<file path="config.mk">
export PLATFORM = sky130hd
export DESIGN_NAME = reader_link_controller
export DESIGN_NICKNAME = d
export VERILOG_FILES = /design/src/serial_link_engine.v /design/src/parallel_link_engine.v /design/src/reader_link_controller.v
export VERILOG_INCLUDE_DIRS = /design/src
export SDC_FILE = /design/constraint.sdc
export NUM_CORES = 1
export LEC_CHECK = 0
export BUFFER_PORTS_ARGS = -buffer_cell sky130_fd_sc_hd__buf_4
export CAP_MARGIN = 20
export CORE_AREA = 2 2 177 222
export DETAILED_ROUTE_END_ITERATION = 16
export DIE_AREA = 0 0 179 224
export PLACE_DENSITY_LB_ADDON = 0.15
export SLEW_MARGIN = 0
export SYNTH_ARGS = -nofsm -noshare
export SYNTH_HDL_FRONTEND = slang
export SYNTH_SLANG_ARGS = --single-unit
</file>
<file path="constraint.sdc">
create_clock -name ref_clk_i -period 9.7 [get_ports ref_clk_i]
set_clock_uncertainty 0.2 [all_clocks]
set_input_delay 0.97 -clock ref_clk_i [delete_from_list [all_inputs] [get_ports ref_clk_i]]
set_output_delay 0.97 -clock ref_clk_i [all_outputs]
set_load 0.03 [all_outputs]
</file>
<file path="src/host_link_regs.vh">
// constants for the reader host link controller
// Behaviour
// - A zero interrupt status after identifier reception is handled as a corrupted identifier.
// - An interrupt status of 41 after any reception is handled as a corrupted reception.
// - On the serial link the clear-FIFO command is never sent ahead of request-handle.
// - Clear-FIFO follows the transmit-complete interrupt and precedes the handle reply.
// - The FIFO data register is never read right after line four falls.
// - A single-byte read of the FIFO status register comes before FIFO contents are read.
// - Clear-FIFO is sent before every query-repeat and query-adjust command.
// - Clear-FIFO is sent before the transmit commands 90, 91 and 92.
// - A single stop is a line seven change while the link clock is high, other lines stable.
// - FIFO contents are read only in continuous read mode.
`ifndef HOST_LINK_REGS_VH
`define HOST_LINK_REGS_VH
// timing
`define REF_CLK_KHZ 10000
`define LINK_HALF_NS 400
`define LINK_HALF_CYC ((`LINK_HALF_NS * `REF_CLK_KHZ) / 1000000)
// reader side addresses and commands
`define DEV_FIFO_DATA 8'h1F
`define DEV_FIFO_STAT 8'h1D
`define DEV_IRQ_STAT 8'h0C
`define DEV_MODE_READ 8'h40
`define DEV_MODE_CONT 8'h60
`define DCMD_CLEAR_FIFO 8'h8F
`define DCMD_REQ_HANDLE 8'h9F
`define DCMD_TX_A 8'h90
`define DCMD_TX_B 8'h91
`define DCMD_TX_C 8'h92
`define DCMD_QUERY_REP 8'h94
`define DCMD_QUERY_ADJ 8'h95
`define IRQ_VAL_ZERO 8'h00
`define IRQ_VAL_CORRUPT 8'h41
`define DEV_FIFO_DEPTH 24
// software register word offsets
`define OFS_CMD 4'h0
`define OFS_STATUS 4'h1
`define OFS_EVENTS 4'h2
`define OFS_MASK 4'h3
`define OFS_RXDATA 4'h4
`define OFS_CFG 4'h5
// command register fields
`define CMD_CODE_LSB 0
`define CMD_KIND_LSB 8
`define CMD_WDATA_LSB 16
`define CMD_LEN_LSB 24
`define KIND_DIRECT 2'h0
`define KIND_REG_WR 2'h1
`define KIND_REG_RD 2'h2
`define KIND_FIFO_RD 2'h3
// event bits
`define EV_DONE 0
`define EV_IRQ_READ 1
`define EV_RX_CORRUPT 2
`define EV_REFUSED 3
`define EV_WIDTH 4
`define RST_MASK 4'h0
`define RST_CFG 1'b0
`endif

</file>
<file path="src/serial_link_engine.v">
// serial link frame engine with clock divider
`timescale 1ns/1ps
`include "host_link_regs.vh"
module serial_link_engine (
   input wire ref_clk_i,
   input wire rst_n_i,
   input wire start_i,
   input wire [7:0] hdr_i,
   input wire wr_i,
   input wire [7:0] wdata_i,
   input wire [4:0] len_i,
   output wire busy_o,
   output reg done_o,
   output reg [7:0] rbyte_o,
   output reg rvalid_o,
   output reg sclk_o,
   output reg sen_o,
   output reg mosi_o,
   input wire miso_i
);
   localparam ST_IDLE = 3'h0;
   localparam ST_SETUP = 3'h1;
   localparam ST_LOW = 3'h2;
   localparam ST_HIGH = 3'h3;
   localparam ST_TAIL = 3'h4;
   reg [2:0] st_q;
   reg [7:0] cnt_q;
   reg [7:0] sh_q;
   reg [7:0] rsh_q;
   reg [2:0] bit_q;
   reg [4:0] byte_q;
   reg [4:0] len_q;
   reg wr_q;
   reg [7:0] wd_q;
   reg miso_m_q;
   reg miso_s_q;
   wire tick;
   wire [7:0] rnext;
   assign tick = (cnt_q == `LINK_HALF_CYC - 1);
   assign busy_o = (st_q != ST_IDLE);
   assign rnext = {rsh_q[6:0], miso_s_q};
   always @(posedge ref_clk_i or negedge rst_n_i) begin
      if (!rst_n_i) begin
         miso_m_q <= 1'b0;
         miso_s_q <= 1'b0;
      end else begin
         miso_m_q <= miso_i;
         miso_s_q <= miso_m_q;
      end
   end
   always @(posedge ref_clk_i or negedge rst_n_i) begin
      if (!rst_n_i) begin
         st_q <= ST_IDLE;
         cnt_q <= 8'h00;
         sh_q <= 8'h00;
         rsh_q <= 8'h00;
         bit_q <= 3'h0;
         byte_q <= 5'h00;
         len_q <= 5'h00;
         wr_q <= 1'b0;
         wd_q <= 8'h00;
         done_o <= 1'b0;
         rbyte_o <= 8'h00;
         rvalid_o <= 1'b0;
         sclk_o <= 1'b0;
         sen_o <= 1'b0;
         mosi_o <= 1'b0;
      end else begin
         done_o <= 1'b0;
         rvalid_o <= 1'b0;
         cnt_q <= (st_q == ST_IDLE || tick) ? 8'h00 : cnt_q + 8'h01;
         case (st_q)
            ST_IDLE: begin
               if (start_i) begin
                  sh_q <= hdr_i;
                  wr_q <= wr_i;
                  wd_q <= wdata_i;
                  len_q <= len_i;
                  bit_q <= 3'h0;
                  byte_q <= 5'h00;
                  sen_o <= 1'b1;
                  st_q <= ST_SETUP;
               end
            end
            ST_SETUP: begin
               if (tick) begin
                  mosi_o <= sh_q[7];
                  st_q <= ST_LOW;
               end
            end
            ST_LOW: begin
               if (tick) begin
                  sclk_o <= 1'b1;
                  st_q <= ST_HIGH;
               end
            end
            ST_HIGH: begin
               if (tick) begin
                  sclk_o <= 1'b0;
                  rsh_q <= rnext;
                  if (bit_q == 3'h7) begin
                     if (byte_q != 5'h00 && !wr_q) begin
                        rbyte_o <= rnext;
                        rvalid_o <= 1'b1;
                     end
                     if (byte_q == len_q) begin
                        mosi_o <= 1'b0;
                        st_q <= ST_TAIL;
                     end else begin
                        byte_q <= byte_q + 5'h01;
                        bit_q <= 3'h0;
                        sh_q <= wr_q ? wd_q : 8'h00;
                        mosi_o <= wr_q ? wd_q[7] : 1'b0;
                        st_q <= ST_LOW;
                     end
                  end else begin
                     bit_q <= bit_q + 3'h1;
                     sh_q <= {sh_q[6:0], 1'b0};
                     mosi_o <= sh_q[6];
                     st_q <= ST_LOW;
                  end
               end
            end
            ST_TAIL: begin
               if (tick) begin
                  sen_o <= 1'b0;
                  done_o <= 1'b1;
                  st_q <= ST_IDLE;
               end
            end
            default: st_q <= ST_IDLE;
         endcase
      end
   end
endmodule // serial_link_engine

</file>
<file path="src/parallel_link_engine.v">
// parallel link frame engine with start and single stop
`timescale 1ns/1ps
`include "host_link_regs.vh"
module parallel_link_engine (
   input wire ref_clk_i,
   input wire rst_n_i,
   input wire start_i,
   input wire [7:0] hdr_i,
   input wire wr_i,
   input wire [7:0] wdata_i,
   input wire [4:0] len_i,
   output wire busy_o,
   output reg done_o,
   output reg [7:0] rbyte_o,
   output reg rvalid_o,
   output reg pclk_o,
   output reg [7:0] io_o,
   output reg [7:0] io_oe_o,
   input wire [7:0] io_i
);
   localparam ST_IDLE = 3'h0;
   localparam ST_S0 = 3'h1;
   localparam ST_S1 = 3'h2;
   localparam ST_B0 = 3'h3;
   localparam ST_B1 = 3'h4;
   localparam ST_P0 = 3'h5;
   localparam ST_P1 = 3'h6;
   localparam ST_P2 = 3'h7;
   reg [2:0] st_q;
   reg [7:0] cnt_q;
   reg [4:0] byte_q;
   reg [4:0] len_q;
   reg wr_q;
   reg [7:0] wd_q;
   reg [7:0] io_m_q;
   reg [7:0] io_s_q;
   wire tick;
   wire rd_byte;
   assign tick = (cnt_q == `LINK_HALF_CYC - 1);
   assign busy_o = (st_q != ST_IDLE);
   assign rd_byte = (byte_q != 5'h00) && !wr_q;
   always @(posedge ref_clk_i or negedge rst_n_i) begin
      if (!rst_n_i) begin
         io_m_q <= 8'h00;
         io_s_q <= 8'h00;
      end else begin
         io_m_q <= io_i;
         io_s_q <= io_m_q;
      end
   end
   always @(posedge ref_clk_i or negedge rst_n_i) begin
      if (!rst_n_i) begin
         st_q <= ST_IDLE;
         cnt_q <= 8'h00;
         byte_q <= 5'h00;
         len_q <= 5'h00;
         wr_q <= 1'b0;
         wd_q <= 8'h00;
         done_o <= 1'b0;
         rbyte_o <= 8'h00;
         rvalid_o <= 1'b0;
         pclk_o <= 1'b0;
         io_o <= 8'h00;
         io_oe_o <= 8'h00;
      end else begin
         done_o <= 1'b0;
         rvalid_o <= 1'b0;
         cnt_q <= (st_q == ST_IDLE || tick) ? 8'h00 : cnt_q + 8'h01;
         case (st_q)
            ST_IDLE: begin
               if (start_i) begin
                  wr_q <= wr_i;
                  wd_q <= wdata_i;
                  len_q <= len_i;
                  byte_q <= 5'h00;
                  io_o <= 8'h00;
                  io_oe_o <= 8'hFF;
                  st_q <= ST_S0;
               end
            end
            ST_S0: begin
               if (tick) begin
                  pclk_o <= 1'b1;
                  st_q <= ST_S1;
               end
            end
            ST_S1: begin
               // start: line seven rises while clock high
               if (tick) begin
                  io_o <= 8'h80;
                  st_q <= ST_B0;
               end
            end
            ST_B0: begin
               if (tick) begin
                  pclk_o <= 1'b0;
                  io_o <= (byte_q == 5'h00) ? hdr_i : wd_q;
                  io_oe_o <= rd_byte ? 8'h00 : 8'hFF;
                  st_q <= ST_B1;
               end
            end
            ST_B1: begin
               if (tick) begin
                  pclk_o <= 1'b1;
                  st_q <= ST_P0;
               end
            end
            ST_P0: begin
               if (tick) begin
                  if (rd_byte) begin
                     rbyte_o <= io_s_q;
                     rvalid_o <= 1'b1;
                  end
                  pclk_o <= 1'b0;
                  if (byte_q == len_q) begin
                     io_o <= 8'h80;
                     io_oe_o <= 8'hFF;
                     st_q <= ST_P1;
                  end else begin
                     byte_q <= byte_q + 5'h01;
                     st_q <= ST_B0;
                  end
               end
            end
            ST_P1: begin
               if (tick) begin
                  pclk_o <= 1'b1;
                  st_q <= ST_P2;
               end
            end
            ST_P2: begin
               // single stop: line seven falls, low seven held
               if (tick) begin
                  if (io_o[7]) begin
                     io_o <= 8'h00;
                  end else begin
                     pclk_o <= 1'b0;
                     io_oe_o <= 8'h00;
                     done_o <= 1'b1;
                     st_q <= ST_IDLE;
                  end
               end
            end
            default: st_q <= ST_IDLE;
         endcase
      end
   end
endmodule // parallel_link_engine

</file>
<file path="src/reader_link_controller.v">
// host controller sequencing reader commands and FIFO reads
//
// Our own choice: the Avalon-MM interface to the registers.
`timescale 1ns/1ps
`include "host_link_regs.vh"
module reader_link_controller (
   input wire ref_clk_i,
   input wire rst_n_i,
   input wire [3:0] avs_address_i,
   input wire avs_read_i,
   input wire avs_write_i,
   input wire [31:0] avs_writedata_i,
   output reg [31:0] avs_readdata_o,
   output wire avs_waitrequest_o,
   output wire irq_o,
   input wire dev_irq_i,
   output wire sclk_o,
   output wire sen_o,
   output wire mosi_o,
   input wire miso_i,
   output wire pclk_o,
   output wire [7:0] io_o,
   output wire [7:0] io_oe_o,
   input wire [7:0] io_i
);
   localparam ST_IDLE = 4'h0;
   localparam ST_PRE = 4'h1;
   localparam ST_CMD = 4'h2;
   localparam ST_TXW = 4'h3;
   localparam ST_POST = 4'h4;
   localparam ST_ISR = 4'h5;
   localparam ST_FST = 4'h6;
   localparam ST_FRD = 4'h7;
   localparam ST_REG = 4'h8;
   reg [3:0] st_q;
   reg [3:0] st_d;
   reg issued_q;
   reg [7:0] code_q;
   reg [1:0] kind_q;
   reg [7:0] wdata_q;
   reg [4:0] len_q;
   reg par_q;
   reg [3:0] mask_q;
   reg [3:0] ev_q;
   reg [3:0] ev_set;
   reg [7:0] irq_val_q;
   reg [7:0] fstat_q;
   reg [7:0] reg_val_q;
   reg [7:0] rx_mem [0:`DEV_FIFO_DEPTH-1];
   reg [4:0] rx_wp_q;
   reg [4:0] rx_rp_q;
   reg [4:0] rx_cnt_q;
   reg ack_q;
   reg irq_m_q;
   reg irq_s_q;
   reg irq_p_q;
   reg irq_pend_q;
   reg eng_start;
   reg [7:0] eng_hdr;
   reg eng_wr;
   reg [4:0] eng_len;
   wire req;
   wire acc;
   wire irq_rise;
   wire idle;
   wire needs_clear;
   wire ser_busy;
   wire ser_done;
   wire [7:0] ser_byte;
   wire ser_valid;
   wire par_busy;
   wire par_done;
   wire [7:0] par_byte;
   wire par_valid;
   wire eng_done;
   wire [7:0] eng_byte;
   wire eng_valid;
   wire cmd_wr;
   wire ev_rd;
   wire rx_pop;
   wire [4:0] flen;
   assign req = avs_read_i | avs_write_i;
   assign avs_waitrequest_o = req & ~ack_q;
   assign acc = req & ack_q;
   assign irq_o = |(ev_q & mask_q);
   assign irq_rise = irq_s_q & ~irq_p_q;
   assign idle = (st_q == ST_IDLE);
   assign eng_done = par_q ? par_done : ser_done;
   assign eng_byte = par_q ? par_byte : ser_byte;
   assign eng_valid = par_q ? par_valid : ser_valid;
   assign cmd_wr = acc & avs_write_i & (avs_address_i == `OFS_CMD);
   assign ev_rd = acc & avs_read_i & (avs_address_i == `OFS_EVENTS);
   assign rx_pop = acc & avs_read_i & (avs_address_i == `OFS_RXDATA) & (rx_cnt_q != 5'h00);
   assign flen = (avs_writedata_i[`CMD_LEN_LSB+4:`CMD_LEN_LSB] > `DEV_FIFO_DEPTH) ?
      5'd24 : avs_writedata_i[`CMD_LEN_LSB+4:`CMD_LEN_LSB];
   assign needs_clear = (avs_writedata_i[7:0] == `DCMD_TX_A) ||
      (avs_writedata_i[7:0] == `DCMD_TX_B) || (avs_writedata_i[7:0] == `DCMD_TX_C) ||
      (avs_writedata_i[7:0] == `DCMD_QUERY_REP) || (avs_writedata_i[7:0] == `DCMD_QUERY_ADJ);
   serial_link_engine u_ser (
      .ref_clk_i(ref_clk_i),
      .rst_n_i(rst_n_i),
      .start_i(eng_start & ~par_q),
      .hdr_i(eng_hdr),
      .wr_i(eng_wr),
      .wdata_i(wdata_q),
      .len_i(eng_len),
      .busy_o(ser_busy),
      .done_o(ser_done),
      .rbyte_o(ser_byte),
      .rvalid_o(ser_valid),
      .sclk_o(sclk_o),
      .sen_o(sen_o),
      .mosi_o(mosi_o),
      .miso_i(miso_i)
   );
   parallel_link_engine u_par (
      .ref_clk_i(ref_clk_i),
      .rst_n_i(rst_n_i),
      .start_i(eng_start & par_q),
      .hdr_i(eng_hdr),
      .wr_i(eng_wr),
      .wdata_i(wdata_q),
      .len_i(eng_len),
      .busy_o(par_busy),
      .done_o(par_done),
      .rbyte_o(par_byte),
      .rvalid_o(par_valid),
      .pclk_o(pclk_o),
      .io_o(io_o),
      .io_oe_o(io_oe_o),
      .io_i(io_i)
   );
   // frame request for the current state
   always @* begin
      eng_start = (st_q != ST_IDLE) && (st_q != ST_TXW) && !issued_q &&
         !ser_busy && !par_busy;
      eng_hdr = `DCMD_CLEAR_FIFO;
      eng_wr = 1'b0;
      eng_len = 5'h00;
      case (st_q)
         ST_CMD: eng_hdr = code_q;
         ST_ISR: begin
            eng_hdr = `DEV_MODE_READ | `DEV_IRQ_STAT;
            eng_len = 5'h01;
         end
         ST_FST: begin
            eng_hdr = `DEV_MODE_READ | `DEV_FIFO_STAT;
            eng_len = 5'h01;
         end
         ST_FRD: begin
            eng_hdr = `DEV_MODE_CONT | `DEV_FIFO_DATA;
            eng_len = len_q;
         end
         ST_REG: begin
            eng_hdr = (kind_q == `KIND_REG_WR) ? code_q : (`DEV_MODE_READ | code_q);
            eng_wr = (kind_q == `KIND_REG_WR);
            eng_len = 5'h01;
         end
         default: eng_hdr = `DCMD_CLEAR_FIFO;
      endcase
   end
   // sequencer next state
   always @* begin
      st_d = st_q;
      case (st_q)
         ST_IDLE: begin
            if (cmd_wr) begin
               case (avs_writedata_i[`CMD_KIND_LSB+1:`CMD_KIND_LSB])
                  `KIND_DIRECT: st_d = needs_clear ? ST_PRE : ST_CMD;
                  `KIND_FIFO_RD: st_d = ST_FST;
                  default: st_d = ST_REG;
               endcase
            end else if (irq_pend_q) begin
               st_d = ST_ISR;
            end
         end
         ST_PRE: if (eng_done) st_d = ST_CMD;
         // request-handle goes out with no clear ahead
         ST_CMD: if (eng_done) st_d = (code_q == `DCMD_REQ_HANDLE) ? ST_TXW : ST_IDLE;
         ST_TXW: if (irq_pend_q) st_d = ST_POST;
         ST_POST: if (eng_done) st_d = ST_IDLE;
         ST_ISR: if (eng_done) st_d = ST_IDLE;
         ST_FST: if (eng_done) st_d = (len_q == 5'h00) ? ST_IDLE : ST_FRD;
         ST_FRD: if (eng_done) st_d = ST_IDLE;
         ST_REG: if (eng_done) st_d = ST_IDLE;
         default: st_d = ST_IDLE;
      endcase
   end
   // event sources
   always @* begin
      ev_set = 4'h0;
      ev_set[`EV_DONE] = eng_done && (st_d == ST_IDLE) && (st_q != ST_ISR);
      ev_set[`EV_IRQ_READ] = eng_done && (st_q == ST_ISR);
      // zero or 41 taken as corrupted reception
      ev_set[`EV_RX_CORRUPT] = eng_valid && (st_q == ST_ISR) &&
         ((eng_byte == `IRQ_VAL_ZERO) || (eng_byte == `IRQ_VAL_CORRUPT));
      ev_set[`EV_REFUSED] = acc & avs_write_i & (avs_address_i == `OFS_CMD) & ~idle;
   end
   always @(posedge ref_clk_i or negedge rst_n_i) begin
      if (!rst_n_i) begin
         irq_m_q <= 1'b0;
         irq_s_q <= 1'b0;
         irq_p_q <= 1'b0;
      end else begin
         irq_m_q <= dev_irq_i;
         irq_s_q <= irq_m_q;
         irq_p_q <= irq_s_q;
      end
   end
   always @(posedge ref_clk_i or negedge rst_n_i) begin
      if (!rst_n_i) begin
         st_q <= ST_IDLE;
         issued_q <= 1'b0;
         code_q <= 8'h00;
         kind_q <= `KIND_DIRECT;
         wdata_q <= 8'h00;
         len_q <= 5'h00;
         par_q <= `RST_CFG;
         mask_q <= `RST_MASK;
         ev_q <= 4'h0;
         irq_val_q <= 8'h00;
         fstat_q <= 8'h00;
         reg_val_q <= 8'h00;
         rx_wp_q <= 5'h00;
         rx_rp_q <= 5'h00;
         rx_cnt_q <= 5'h00;
         irq_pend_q <= 1'b0;
         ack_q <= 1'b0;
         avs_readdata_o <= 32'h0000_0000;
      end else begin
         st_q <= st_d;
         ack_q <= req & ~ack_q;
         if (st_d != st_q) begin
            issued_q <= 1'b0;
         end else if (eng_start) begin
            issued_q <= 1'b1;
         end
         // interrupt edge held until consumed, new edge wins
         if (irq_rise) begin
            irq_pend_q <= 1'b1;
         end else if ((st_q == ST_TXW) || (idle && !cmd_wr && st_d == ST_ISR)) begin
            irq_pend_q <= 1'b0;
         end
         if (cmd_wr && idle) begin
            code_q <= avs_writedata_i[`CMD_CODE_LSB+7:`CMD_CODE_LSB];
            kind_q <= avs_writedata_i[`CMD_KIND_LSB+1:`CMD_KIND_LSB];
            wdata_q <= avs_writedata_i[`CMD_WDATA_LSB+7:`CMD_WDATA_LSB];
            len_q <= flen;
            if (avs_writedata_i[`CMD_KIND_LSB+1:`CMD_KIND_LSB] == `KIND_FIFO_RD) begin
               rx_wp_q <= 5'h00;
               rx_rp_q <= 5'h00;
               rx_cnt_q <= 5'h00;
            end
         end else begin
            if (eng_valid && st_q == ST_FRD && rx_cnt_q != `DEV_FIFO_DEPTH) begin
               rx_mem[rx_wp_q] <= eng_byte;
               rx_wp_q <= rx_wp_q + 5'h01;
            end
            if (rx_pop) begin
               rx_rp_q <= rx_rp_q + 5'h01;
            end
            rx_cnt_q <= rx_cnt_q + {4'h0, eng_valid && st_q == ST_FRD &&
               rx_cnt_q != `DEV_FIFO_DEPTH} - {4'h0, rx_pop};
         end
         if (eng_valid && st_q == ST_ISR) begin
            irq_val_q <= eng_byte;
         end
         if (eng_valid && st_q == ST_FST) begin
            fstat_q <= eng_byte;
         end
         if (eng_valid && st_q == ST_REG) begin
            reg_val_q <= eng_byte;
         end
         if (acc && avs_write_i && avs_address_i == `OFS_MASK) begin
            mask_q <= avs_writedata_i[`EV_WIDTH-1:0];
         end
         if (acc && avs_write_i && avs_address_i == `OFS_CFG && idle) begin
            par_q <= avs_writedata_i[0];
         end
         // read clears, a new event in that cycle survives
         ev_q <= (ev_rd ? 4'h0 : ev_q) | ev_set;
         if (req && !ack_q) begin
            case (avs_address_i)
               `OFS_CMD: avs_readdata_o <= {3'h0, len_q, wdata_q, 6'h00, kind_q, code_q};
               `OFS_STATUS: avs_readdata_o <= {fstat_q, 3'h0, rx_cnt_q, irq_val_q,
                  reg_val_q[6:0], ~idle};
               `OFS_EVENTS: avs_readdata_o <= {28'h0000000, ev_q};
               `OFS_MASK: avs_readdata_o <= {28'h0000000, mask_q};
               `OFS_RXDATA: avs_readdata_o <= {24'h000000, rx_mem[rx_rp_q]};
               `OFS_CFG: avs_readdata_o <= {reg_val_q, 23'h000000, par_q};
               default: avs_readdata_o <= 32'h0000_0000;
            endcase
         end
      end
   end
endmodule // reader_link_controller

</file>
== After elaboration in Yosys (flattened, before gate mapping) ==
Memory sizes are Yosys's and may differ from the RTL's.
Cells that the tools add are included.

* Input port bits: 50
* RAM bits: 192
* Output and inout bits: 54
* Memories: 1
* Flip-flop bits (word level): 249

{| class="wikitable"
|+ Memories
! memory !! words !! width !! rd ports !! clocked after memory_dff !! wr ports !! line !! text
|-
| rx_mem || 24 || 8 || 1 || 0 || 1 || reader_link_controller.v:49 || <nowiki>reg [7:0] rx_mem [0:`DEV_FIFO_DEPTH-1];</nowiki>
|}

* Reduce and logical (&&, ||, !) cells: 90
* Bitwise gates (word level): 19
* Equal/unequal tests: 66
* $lt $le $gt $ge: 1
* Add/subtract/negate cells: 9
* Multiplexer cells: 121

{| class="wikitable"
|+ Operators with widths
! kind !! number
|-
| $pmux 32 s6 || 1
|-
| $mux 8 || 22
|-
| $pmux 8 s5 || 2
|-
| $mux 5 || 14
|-
| $mux 3 || 22
|-
| $eq 8x8->1 const B || 6
|-
| $ne 2x1->1 const B || 19
|-
| $mux 1 || 34
|-
| $mux 4 || 8
|-
| $pmux 8 s4 || 1
|-
| $pmux 5 s2 || 3
|-
| $eq 4x3->1 const B || 7
|-
| $logic_and 1x1->1 || 24
|-
| $pmux 3 s8 || 1
|-
| $pmux 4 s6 || 1
|-
| $add 5x1->5 const B || 4
|-
| $reduce_bool 5->1 || 4
|-
| $eq 3x3->1 const B || 6
|-
| $reduce_bool 2->1 || 9
|-
| $add 8x1->8 const B || 2
|-
| $eq 4x2->1 const B || 4
|-
| $eq 8x2->1 const B || 2
|-
| $pmux 8 s2 || 1
|-
| $pmux 3 s5 || 1
|-
| other kinds (48) || 108
|}

== Depth between registers and ports, before layout ==
Gate-level depths: netlist of run 1.

* Word-level depth: 14
* Gate-level depth with buffers: 17
* Depth with buffers taken out: 15

== Modules after synthesis ==
Synthesis of run 1 repeated with hierarchy kept, for this count alone.

* Cells, all modules: 1406
* Area total of the unflattened synthesis: 18960.7 µm²

{| class="wikitable"
|+ Modules (own cells, without submodules)
! module !! cells each !! instances !! area an instance (µm²) !! seq. area each (µm²)
|-
| reader_link_controller || 940 || 1 || 13247.7 || 8593.2
|-
| serial_link_engine || 240 || 1 || 2877.8 || 1576.5
|-
| parallel_link_engine || 226 || 1 || 2835.2 || 1651.6
|}

== Least setup slack after synthesis of run 1 ==
Ideal clock, no wire load.

* Path type: input to register
* Start point: input port avs_address_i[2]
* End point: register rx_cnt_q[4]
* Setup time: 0.077 ns
* Stages on the path: 14
* Setup slack: 6.074 ns
* Required time: 9.423 ns
* Arrival: 3.349 ns
* Path buffers: 1
* Cells stage by stage: buf_2 nor2b_1 nand2_1 a311oi_2 ha_1 inv_1 ha_1 fa_1 a21oi_1 nor2_1 nor2_1 xnor2_1 mux2_2 a21oi_1

* Word-level cells in the longest chain between the ends: 5

{| class="wikitable"
|+ RTL lines
! item !! line !! text
|-
| start, declared || reader_link_controller.v:9 || <nowiki>input wire [3:0] avs_address_i,</nowiki>
|-
| $eq 4x3->1 || n/a ||
|-
| $and 1x1->1 (2 in series) || reader_link_controller.v:93 || <nowiki>assign rx_pop = acc & avs_read_i & (avs_address_i == `OFS_RXDATA) & (rx_cnt_q != 5'h00);</nowiki>
|-
| $sub 5x1->5 || reader_link_controller.v:262 || <nowiki>rx_cnt_q <= rx_cnt_q + {4'h0, eng_valid && st_q == ST_FRD &&</nowiki>
|-
| $mux 5 || reader_link_controller.v:244 || <nowiki>if (cmd_wr && idle) begin</nowiki>
|-
| end signal, assigned || reader_link_controller.v:262 ||
|-
| end, declared || reader_link_controller.v:52 || <nowiki>reg [4:0] rx_cnt_q;</nowiki>
|}

Several ways; a longest one is shown, not always the timed one.
A chain may end at the register's enable or synchronous reset.

== Final worst setup path of run 1 ==
* Start point: register st_q[2]
* End point: register rx_cnt_q[4]

* Word-level cells in the longest chain between the ends: 6

{| class="wikitable"
|+ RTL lines
! item !! line !! text
|-
| start, declared || reader_link_controller.v:35 || <nowiki>reg [3:0] st_q;</nowiki>
|-
| start signal, assigned || reader_link_controller.v:231 || <nowiki>st_q <= st_d;</nowiki>
|-
| $eq 4x3->1 || reader_link_controller.v:262 ||
|-
| $logic_and 1x1->1 || reader_link_controller.v:262 ||
|-
| $logic_and 1x1->1 (no source line) || n/a ||
|-
| $add 5x1->5 || reader_link_controller.v:262 ||
|-
| $sub 5x1->5 || reader_link_controller.v:262 ||
|-
| $mux 5 || reader_link_controller.v:244 ||
|}

Several ways; a longest one is shown, not always the timed one.

==> metrics, run 1 <==
Sw Share=22.3%; GRT Resource Usage Total=23.2%; CTS buffer count=44; antenna diode instance count=0; setup fix buffers added after clock tree synthesis=0; element type at the critical path end=flip-flop; Synth async-reset ratio=55.8%; Hold/Removal Path Class=reg2reg; sum of net half-perimeters after detailed placement=31.2 mm; status=completed; CTS HTree Levels=2; fraction of the yosys area taken by sequential cells=63.1%; transition at the pin with the smallest max-transition slack=1010 ps; launching element type of the critical path=flip-flop; residual antenna-violating net count after detailed routing=0; pin count of the biggest net entering global routing=78; count of final setup violators=0; most numerous cell types in the synthesized netlist=sky130_fd_sc_hd__nand2_1, sky130_fd_sc_hd__dfrtp_1, sky130_fd_sc_hd__edfxtp_1, sky130_fd_sc_hd__nor2_1, sky130_fd_sc_hd__o21ai_0; Fmax=241 MHz; 1st-iter DRT viols=966; number of port buffers=94; floorplan die area=0.0401 mm^2; syn nets=1579; Max-Slew Margin vs Limit=32.7%; flops & latches, synth=434; wire length after detailed routing=45.3 mm; share of total power in the clock network=43.1%; Hold Crit Depth=0; via-per-instance ratio=5.72; part of the power in registers=49.9%; post-cts resize count=0; area added between synthesis and finish=13.4%; Final nets=1648; minimum clock period=4150 ps; worst slack at placement=5650 ps; number of max-cap violations=0; Routability Congestion=0.876; initial antenna violation count=0; top-level I/O count=104; vias post-DR=12.0k; clock transition at the register clock pins on the worst setup and hold paths after CTS=60 ps; deepest clock path buffer count=3; routed wirelength normalized by instance count=21.6 um; Data arrival, critical path=4420 ps; RSZ-0062 raised after global routing=false; cell leakage power=9.31 nW; root buffer cell=sky130_fd_sc_hd__clkbuf_16; cell area power density=185 mW/mm^2; number of flops mapped to enable cells by yosys=192; total clock sinks=434; via count of the first global-routing pass=12.0k; core region area=0.0379 mm^2; overflow left after global routing=0; CP Data Required Time=9970 ps; Top FF cell, synth=sky130_fd_sc_hd__dfrtp_1; biggest fanout along the worst timing path=19; die width=179 um; num rows=80; Critical Setup Path Class=reg2reg; starting density of the core=49.4%; Final Instance Count excl. Fillers=2096; Worst Setup Slack, final=5550 ps; Clock Latency Late Sink=550 ps; total count of max-transition violations in the final report=0; Final Hold Viols=0; cell area after synthesis=0.0187 mm^2; share of power burned in combinational logic=7.1%; Synth area leader=sky130_fd_sc_hd__dfrtp_1; CTS Hold Buffers Added=0; period utilisation layout=42.7%; power dissipated by switching net loads=0.875 mW; Setup TNS=0 ps; instance count after placement with tap cells included=2014; average cell area after synthesis=12.5 um^2; proportion of layout cells with a drive suffix above 1=17.1%; die height=224 um; count of cells along the worst register-to-register path=14; worst-case vdd ir drop=0.181 mV; Unique masters post-synth=70; overall power of the completed layout=3.93 mW; yosys synthesis warning count=0; most used standard cell by instance count after synthesis=sky130_fd_sc_hd__nand2_1; FILL cells=3166; number of DRC violations after detailed routing=0; wire length of the first global-routing pass=70.2 mm; proportion of netlist area held by the largest area contributor=32.3%; utilization of the core after routing=56.0%; clock tree from TritonCTS=built; Post-Synthesis Cells=1501; Power Internal=3.05 mW; leading post-synthesis cells by cell area=sky130_fd_sc_hd__dfrtp_1, sky130_fd_sc_hd__edfxtp_1, sky130_fd_sc_hd__mux4_2; number of search-and-repair iterations in the first detailed-routing pass=5
[cell families after synthesis]
| logic type | Yosys count | share of synthesized area [%] |
|---|---|---|
| AOI/OAI and AO/OA | 216 | 7.35 |
| xor gates and xnor gates | 37 | 1.73 |
| adders and majority gates | 28 | 1.91 |
| DFF | 434 | 63.1 |
| muxes | 108 | 9.81 |
| and+or+nand+nor | 552 | 13.2 |
| buffers and inverters | 126 | 2.89 |
[power by group through the flow]
stage	clock [mW]	combinational, mW	sequential, mW
4_1_cts	1.73	0.284	1.96
2_1_floorplan	0	0.194	1.99
5_1_grt	1.80	0.310	1.96
6_report	1.69	0.277	1.96
3_3_place_gp	0	0.281	1.99
3_5_place_dp	0	0.283	2.00
[through the flow]
stage / hold slack [ps] / cell area [um^2]
3_3_place_gp: 134 / 19800
6_report: 149 / 21200
3_5_place_dp: 136 / 19800
2_1_floorplan: 131 / 18700
5_1_grt: 159 / 21200
4_1_cts: 150 / 21200
[registers in the layout, indices dropped and copies added (netlist names), 7 cells and up]
register / flops
u_ser.sh_q: 8
u_par.io_s_q: 8
u_par.rbyte_o: 8
reg_val_q: 8
u_par.io_o: 8
u_par.wd_q: 8
wdata_q: 8
u_ser.rsh_q: 7
irq_val_q: 8
u_ser.cnt_q: 8
avs_readdata_o: 32
u_par.cnt_q: 8
u_ser.rbyte_o: 8
u_par.io_m_q: 8
code_q: 8
rx_mem: 192
fstat_q: 8
u_ser.wd_q: 8
[per-layer routing]
layer | routed length, um | global-route usage [%] | vias up
met5 | 0 | 0 | -
li1 | - | - | 5542
met4 | 1630 | 8.73 | 0
met2 | 23500 | 40.5 | 319
met3 | 2070 | 3.14 | 80
met1 | 18100 | 29.4 | 6039
[worst paths after layout]
check                                               start                   endpoint  slack [ps]
worst min-delay path            u_par.io_m_q[0]$_DFF_PN0_  u_par.io_s_q[0]$_DFF_PN0_         150
worst max register to register          st_q[2]$_DFF_PN0_    rx_cnt_q[4]$_DFFE_PN0P_        5550
min in group asynchronous                         rst_n_i   u_ser.cnt_q[0]$_DFF_PN0_         180
worst min register to register  u_par.io_m_q[0]$_DFF_PN0_  u_par.io_s_q[0]$_DFF_PN0_         150
max in group asynchronous                         rst_n_i      mask_q[2]$_DFFE_PN0P_        7030
worst max-delay path                    st_q[2]$_DFF_PN0_    rx_cnt_q[4]$_DFFE_PN0P_        5550
[cells in the final DEF (no fill, tap or decap), types with 10 or more instances in the layout]
master,synthesis,routed
sky130_fd_sc_hd__nand4_1,13,13
sky130_fd_sc_hd__mux2i_1,25,25
sky130_fd_sc_hd__inv_1,38,38
sky130_fd_sc_hd__a22o_1,10,10
sky130_fd_sc_hd__dfrtp_1,242,240
sky130_fd_sc_hd__a21oi_1,56,56
sky130_fd_sc_hd__buf_4,8,104
sky130_fd_sc_hd__ha_1,27,27
sky130_fd_sc_hd__clkbuf_1,52,11
sky130_fd_sc_hd__mux4_2,58,58
sky130_fd_sc_hd__o21ai_0,68,68
sky130_fd_sc_hd__mux2_2,25,25
sky130_fd_sc_hd__clkbuf_16,0,47
sky130_fd_sc_hd__nand3_1,44,44
sky130_fd_sc_hd__xor2_1,29,29
sky130_fd_sc_hd__nand2_1,273,273
sky130_fd_sc_hd__and3_1,10,10
sky130_fd_sc_hd__edfxtp_1,192,192
sky130_fd_sc_hd__a211oi_1,10,10
sky130_fd_sc_hd__nor3_1,20,19
sky130_fd_sc_hd__a22oi_1,15,15
sky130_fd_sc_hd__nor2_1,124,124
[area by class of cell]
type | instances | area [um^2] | area share (%)
clock buffer | 67 | 1330 | 6.25
sequential | 434 | 11800 | 55.6
tap | 492 | 616 | 2.90
multi-input combinational | 941 | 6380 | 30.0
clock inverter | 13 | 126 | 0.595
inverter | 42 | 158 | 0.742
timing repair buffer | 107 | 818 | 3.85
[critical path: stages (launching register included)]
cell and delay [ps]:
sky130_fd_sc_hd__dfrtp_1 690, sky130_fd_sc_hd__nor2b_1 280, sky130_fd_sc_hd__and3_1 370, sky130_fd_sc_hd__and2_1 400, sky130_fd_sc_hd__clkinv_1 300, sky130_fd_sc_hd__ha_1 350
sky130_fd_sc_hd__inv_1 40, sky130_fd_sc_hd__ha_1 200, sky130_fd_sc_hd__fa_1 410, sky130_fd_sc_hd__a21oi_1 150, sky130_fd_sc_hd__nor2_1 60, sky130_fd_sc_hd__nor2_1 120
sky130_fd_sc_hd__xnor2_1 100, sky130_fd_sc_hd__mux2_2 260, sky130_fd_sc_hd__a21oi_1 130
No activity file was read; power rests on OpenSTA's default activity.
==> inputs of run 2 (changes only) <==
ABC_AREA = 1   (was unset)
CORE_AREA = 2 2 180 227   (was 2 2 177 222)
DIE_AREA = 0 0 182 229   (was 0 0 179 224)
clock period = 4.2 ns   (was 9.7 ns; I/O delays follow)
==> metrics, run 2 <==
status=completed; Top FF cell, synth=sky130_fd_sc_hd__dfrtp_1; launching element type of the critical path=flip-flop; Post-Synthesis Cells=2092; Clock Latency Late Sink=560 ps; fraction of the mapped netlist area in compound gates=9.86%; initial antenna violation count=0; wire length of the first global-routing pass=80.4 mm; routed wirelength normalized by instance count=18.5 um; register ranked first by flip-flop count=rx_mem; commonest cells after routing, fill and taps aside=sky130_fd_sc_hd__nand2_1, sky130_fd_sc_hd__dfrtp_1, sky130_fd_sc_hd__inv_1, sky130_fd_sc_hd__o21ai_0, sky130_fd_sc_hd__nor2_1; worst-case vdd ir drop=0.336 mV; main combinational cell family by area after synthesis=simple AND/OR/NAND/NOR gates; starting density of the core=49.4%; cell area after synthesis=0.0196 mm^2; mux cell area share after synthesis=0.275%; Routability Congestion=0.933; element type at the critical path end=flip-flop; Max-Slew Margin vs Limit=30.1%; Synth area leader=sky130_fd_sc_hd__dfrtp_1; wire length after detailed routing=50.9 mm; proportion of layout cells with a drive suffix above 1=11.3%; die width=182 um; 1st-iter DRT viols=1117; post-cts resize count=0; number of port buffers=94; number of max-cap violations=0; CTS buffer count=44; period utilisation layout=78.7%; GRT Resource Usage Total=24.8%; most numerous cell types in the synthesized netlist=sky130_fd_sc_hd__nand2_1, sky130_fd_sc_hd__dfrtp_1, sky130_fd_sc_hd__inv_1, sky130_fd_sc_hd__o21ai_0, sky130_fd_sc_hd__nor2_1; yosys synthesis warning count=0; CTS HTree Levels=2; floorplan die area=0.0417 mm^2; cell leakage power=10.2 nW; Synth async-reset ratio=55.8%; RSZ-0062 raised after global routing=false; flip-flop count of the largest register after layout=192; Fmax=302 MHz; utilization of the core after routing=57.0%; core region area=0.0396 mm^2; Worst setup endpoint=rx_cnt_q[4]$_DFFE_PN0P_; number of search-and-repair iterations in the first detailed-routing pass=5; total count of max-transition violations in the final report=0; Final nets=2296; most common library cell in the layout ignoring fill and taps=sky130_fd_sc_hd__nand2_1; flops & latches, synth=434; Worst Setup SP=par_q$_DFFE_PN0P_; Critical Setup Path Class=reg2reg; leading post-synthesis cells by cell area=sky130_fd_sc_hd__dfrtp_1, sky130_fd_sc_hd__edfxtp_1, sky130_fd_sc_hd__nand2_1; number of DRC violations after detailed routing=0; minimum clock period=3310 ps; Adder-Cell Fraction of Synth Area=1.83%; pin count of the biggest net entering global routing=98; deepest clock path buffer count=3; syn nets=2170; clock tree from TritonCTS=built; largest registers=rx_mem: 192 flops, avs_readdata_o: 32 flops; sum of net half-perimeters after detailed placement=35.9 mm; R2R Path Start=par_q$_DFFE_PN0P_; CTS Hold Buffers Added=34; antenna diode instance count=0; Final Hold Viols=0; total clock sinks=434; Hold/Removal Path Class=in2reg; via count of the first global-routing pass=14.7k; vias post-DR=14.7k; terminus of the critical flop-to-flop path=rx_cnt_q[4]$_DFFE_PN0P_; fraction of the yosys area taken by sequential cells=60.4%; reg-to-reg slack, setup=890 ps; most used standard cell by instance count after synthesis=sky130_fd_sc_hd__nand2_1; count of cells along the worst register-to-register path=12; CP Data Required Time=4400 ps; die height=229 um; cell area power density=453 mW/mm^2; Data arrival, critical path=3510 ps; top-level I/O count=104; count of final setup violators=0; overflow left after global routing=0; residual antenna-violating net count after detailed routing=0; number of flops mapped to enable cells by yosys=192; transition at the pin with the smallest max-transition slack=1050 ps; clock transition at the register clock pins on the worst setup and hold paths after CTS=60 ps; Setup TNS=0 ps; Unique masters post-synth=52; via-per-instance ratio=5.35; xor and xnor fraction of the mapped netlist area=0.806%; average cell area after synthesis=9.35 um^2; setup fix buffers added after clock tree synthesis=0; root buffer cell=sky130_fd_sc_hd__clkbuf_16; biggest fanout along the worst timing path=11; area added between synthesis and finish=15.4%; num rows=82; proportion of netlist area held by the largest area contributor=31.0%; post-synthesis share of cell area spent on and, or, nand and nor gates=20.2%
-- run 2: power breakdown --
group	leakage (nW)	total, mW	internal [mW]	switching, mW
logic	4.59	1.57	0.515	1.06
registers	4.93	4.62	4.50	0.113
clock network	0.722	4.03	2.40	1.63
total	10.2	10.2	7.42	2.80
-- run 2: logic make-up (layout without fill, tap and decap cells) --
group / after synthesis / after routing
compound gates: 349 / 349
xor+xnor: 18 / 18
fa+ha+maj: 28 / 28
buf+inv: 320 / 477
flops: 434 / 434
mux: 5 / 5
simple gates: 938 / 938
-- run 2: layer usage --
metal / global-route usage [%] / share of wire, % / wire [um] / vias to the layer above
met5: 0 / 0 / 0 / -
met4: 9.68 / 3.6 / 1860 / 0
met3: 3.61 / 4.9 / 2500 / 112
met2: 44.7 / 52 / 26300 / 401
met1: 29.9 / 40 / 20300 / 7099
li1: - / - / - / 7115
-- run 2: how the worst min path moves through the flow --
stage	startpoint	to	slack, ps	cells past startpoint
CTS	avs_writedata_i[1]	mask_q[1]$_DFFE_PN0P_	9	3
floorplan	rst_n_i	ack_q$_DFF_PN0_	-80	0
detailed placement	u_par.io_m_q[7]$_DFF_PN0_	u_par.io_s_q[7]$_DFF_PN0_	130	0
finish	avs_writedata_i[1]	mask_q[1]$_DFFE_PN0P_	30	3
global placement	rst_n_i	u_ser.sh_q[6]$_DFFE_PN0P_	140	1
global route	avs_writedata_i[0]	par_q$_DFFE_PN0P_	70	3
-- run 2: worst max-delay path, cell delays in order, from the launching register on --
cell and delay, ps:
sky130_fd_sc_hd__dfrtp_1 430, sky130_fd_sc_hd__buf_4 220, sky130_fd_sc_hd__nand2_1 60, sky130_fd_sc_hd__o21ai_0 210
sky130_fd_sc_hd__nand3_1 440, sky130_fd_sc_hd__ha_1 430, sky130_fd_sc_hd__inv_1 40, sky130_fd_sc_hd__ha_1 200
sky130_fd_sc_hd__fa_1 420, sky130_fd_sc_hd__a21oi_1 150, sky130_fd_sc_hd__o21ba_2 140, sky130_fd_sc_hd__xor2_1 140
sky130_fd_sc_hd__o22ai_1 80
-- run 2: final cells by class --
cell class / instances / area (um^2)
Clock buffer: 55 / 1200
Clock inverter: 22 / 272
Fill cell: 3490 / 17000
Inverter: 248 / 932
Multi-Input combinational cell: 1338 / 6460
Sequential cell: 434 / 11800
Tap cell: 504 / 631
Timing Repair Buffer: 152 / 1250
-- run 2: stage by stage --
stage / hold WS, ps / power [mW] / setup WS (ps) / instance area, um^2 / instances
floorplan: -75.6 / 5.70 / 1480 / 19600 / 2092
CTS: 8.55 / 10.3 / 849 / 22500 / 2752
global placement: 138 / 6.22 / 951 / 20700 / 2641
global route: 66.8 / 10.6 / 711 / 22600 / 2753
detailed placement: 135 / 6.24 / 866 / 20700 / 2641
finish: 34.0 / 10.2 / 893 / 22600 / 2753
==> inputs of run 3 (changes only) <==
clock period = 2.9 ns   (was 4.2 ns; I/O delays follow)
==> metrics, run 3 (synthesis gave the netlist of run 2 again) <==
number of max-cap violations=0; instance count after placement with tap cells included=2687; worst-case vdd ir drop=0.420 mV; largest registers=rx_mem: 192 flops, avs_readdata_o: 32 flops; register ranked first by flip-flop count=rx_mem; routed wirelength normalized by instance count=18.2 um; Setup TNS=0 ps; element type at the critical path end=flip-flop; Final nets=2342; Worst Setup Slack, final=178 ps; Sw Share=27.7%; commonest cells after routing, fill and taps aside=sky130_fd_sc_hd__nand2_1, sky130_fd_sc_hd__dfrtp_1, sky130_fd_sc_hd__inv_1, sky130_fd_sc_hd__o21ai_0, sky130_fd_sc_hd__nor2_1; total clock sinks=434; Power Internal=10.6 mW; instance area at placement=0.0211 mm^2; area of all sequential standard cells=0.0118 mm^2; wire length after detailed routing=51.0 mm; post-route cell area=0.0229 mm^2; Data arrival, critical path=2950 ps; area added between synthesis and finish=17.0%; count of final setup violators=0; period utilisation layout=93.9%; overflow left after global routing=0; CTS HTree Levels=2; most common library cell in the layout ignoring fill and taps=sky130_fd_sc_hd__nand2_1; num rows=82; Critical Setup Path Class=reg2reg; total count of max-transition violations in the final report=0; share of total power in the clock network=38.7%; wire length of the first global-routing pass=81.3 mm; deepest clock path buffer count=3; top-level I/O count=104; biggest fanout along the worst timing path=4; proportion of layout cells with a drive suffix above 1=13.3%; RSZ-0062 raised after global routing=false; vias post-DR=15.0k; number of search-and-repair iterations in the first detailed-routing pass=6; share of power burned in combinational logic=16.0%; core region area=0.0396 mm^2; clock transition at the register clock pins on the worst setup and hold paths after CTS=60 ps; Routability Congestion=0.891; Clock Latency Late Sink=550 ps; starting density of the core=49.4%; CP Data Required Time=3130 ps; die width=182 um; pin count of the biggest net entering global routing=137; root buffer cell=sky130_fd_sc_hd__clkbuf_16; number of DRC violations after detailed routing=0; CTS buffer count=44; Fmax=367 MHz; Hold/Removal Path Class=in2async; status=completed; die height=229 um; clock tree from TritonCTS=built; residual antenna-violating net count after detailed routing=0; minimum clock period=2720 ps; part of the power in registers=45.3%; reg-to-reg slack, setup=180 ps; cell area power density=643 mW/mm^2; Final Instance Count excl. Fillers=2802; via-per-instance ratio=5.35; via count of the first global-routing pass=15.1k; transition at the pin with the smallest max-transition slack=881 ps; Final Hold Viols=0; Max-Slew Margin vs Limit=40.6%; utilization of the core after routing=57.8%; FILL cells=3469; sum of net half-perimeters after detailed placement=35.3 mm; flip-flop count of the largest register after layout=192; antenna diode instance count=0; floorplan die area=0.0417 mm^2; worst slack at placement=94.0 ps; number of port buffers=94; 1st-iter DRT viols=1077; launching element type of the critical path=flip-flop; total area of multi-input combinational cells=0.00647 mm^2; cell leakage power=10.5 nW; initial antenna violation count=0; power dissipated by switching net loads=4.08 mW; GRT Resource Usage Total=24.9%
## run 3: cell count changes in the layout (fill, tap and decap cells not counted), moves of 2 or more
cell                        delta
sky130_fd_sc_hd__bufinv_16     -2
sky130_fd_sc_hd__clkbuf_1      +3
sky130_fd_sc_hd__buf_12        +2
sky130_fd_sc_hd__clkinv_2      +3
sky130_fd_sc_hd__buf_4        +45
sky130_fd_sc_hd__inv_6         -2
sky130_fd_sc_hd__inv_2         +3
sky130_fd_sc_hd__inv_1         -2
## run 3: metrics by stage
step	total power [mW]	hold slack, ps
after detailed placement	9.09	-4.57
after global routing	15.4	42.0
after global placement	9.03	-4.52
final	14.7	18.3
after CTS	14.8	3.27
after floorplan	8.26	-206
## run 3: final timing paths
check | startpoint | to | cells past startpoint
worst min register to register | u_par.io_m_q[4]$_DFF_PN0_ | u_par.io_s_q[4]$_DFF_PN0_ | 0
worst max-delay path | rx_cnt_q[3]$_DFFE_PN0P_ | rx_cnt_q[4]$_DFFE_PN0P_ | 13
worst min-delay path | rst_n_i | u_par.io_m_q[1]$_DFF_PN0_ | 2
min in group ref_clk_i | avs_read_i | ev_q[0]$_DFF_PN0_ | 4
max in group asynchronous | rst_n_i | rx_rp_q[1]$_DFFE_PN0P_ | 3
worst max register to register | rx_cnt_q[3]$_DFFE_PN0P_ | rx_cnt_q[4]$_DFFE_PN0P_ | 13
## run 3: what timing repair did
action,4_1_cts,5_1_grt
hold buffers,34,0
setup buffers,0,1
endpoints found under the setup margin,0,1
gates resized for setup,0,5
hold endpoints to repair,270,0
## run 3: worst max-delay path, stage by stage (launching register included)
cell	delay (ps)
sky130_fd_sc_hd__dfrtp_1	420
sky130_fd_sc_hd__inv_2	100
sky130_fd_sc_hd__ha_1	140
sky130_fd_sc_hd__nand3_1	110
sky130_fd_sc_hd__nand4_1	110
sky130_fd_sc_hd__inv_1	80
sky130_fd_sc_hd__ha_1	280
sky130_fd_sc_hd__inv_1	40
sky130_fd_sc_hd__ha_1	200
sky130_fd_sc_hd__fa_2	360
sky130_fd_sc_hd__a21oi_1	150
sky130_fd_sc_hd__o21ba_2	160
sky130_fd_sc_hd__xor2_1	150
sky130_fd_sc_hd__o22ai_1	80
## run 3: power by group through the flow
stage               clock, mW  sequential (mW)  combinational (mW)
floorplan                   0             6.77                1.50
CTS                      5.80             6.66                2.36
detailed placement          0             6.78                2.31
global route             6.06             6.68                2.62
global placement            0             6.77                2.26
finish                   5.69             6.67                2.36
## run 3: area by class of cell
type                    count  area share (%)
clock buffers              58            5.31
flip-flops and latches    434            51.7
inverters                 248            4.07
multi-input cells        1338            28.3
well taps                 504            2.76
clock inverters            22           0.946
repair buffers            198            7.01
## run 3: per-layer routing
layer / GRT usage (%) / part of all wire, %
met1: 30.4 / 40
met3: 3.07 / 4.5
met2: 45.2 / 52
met4: 9.32 / 3.7
met5: 0 / 0
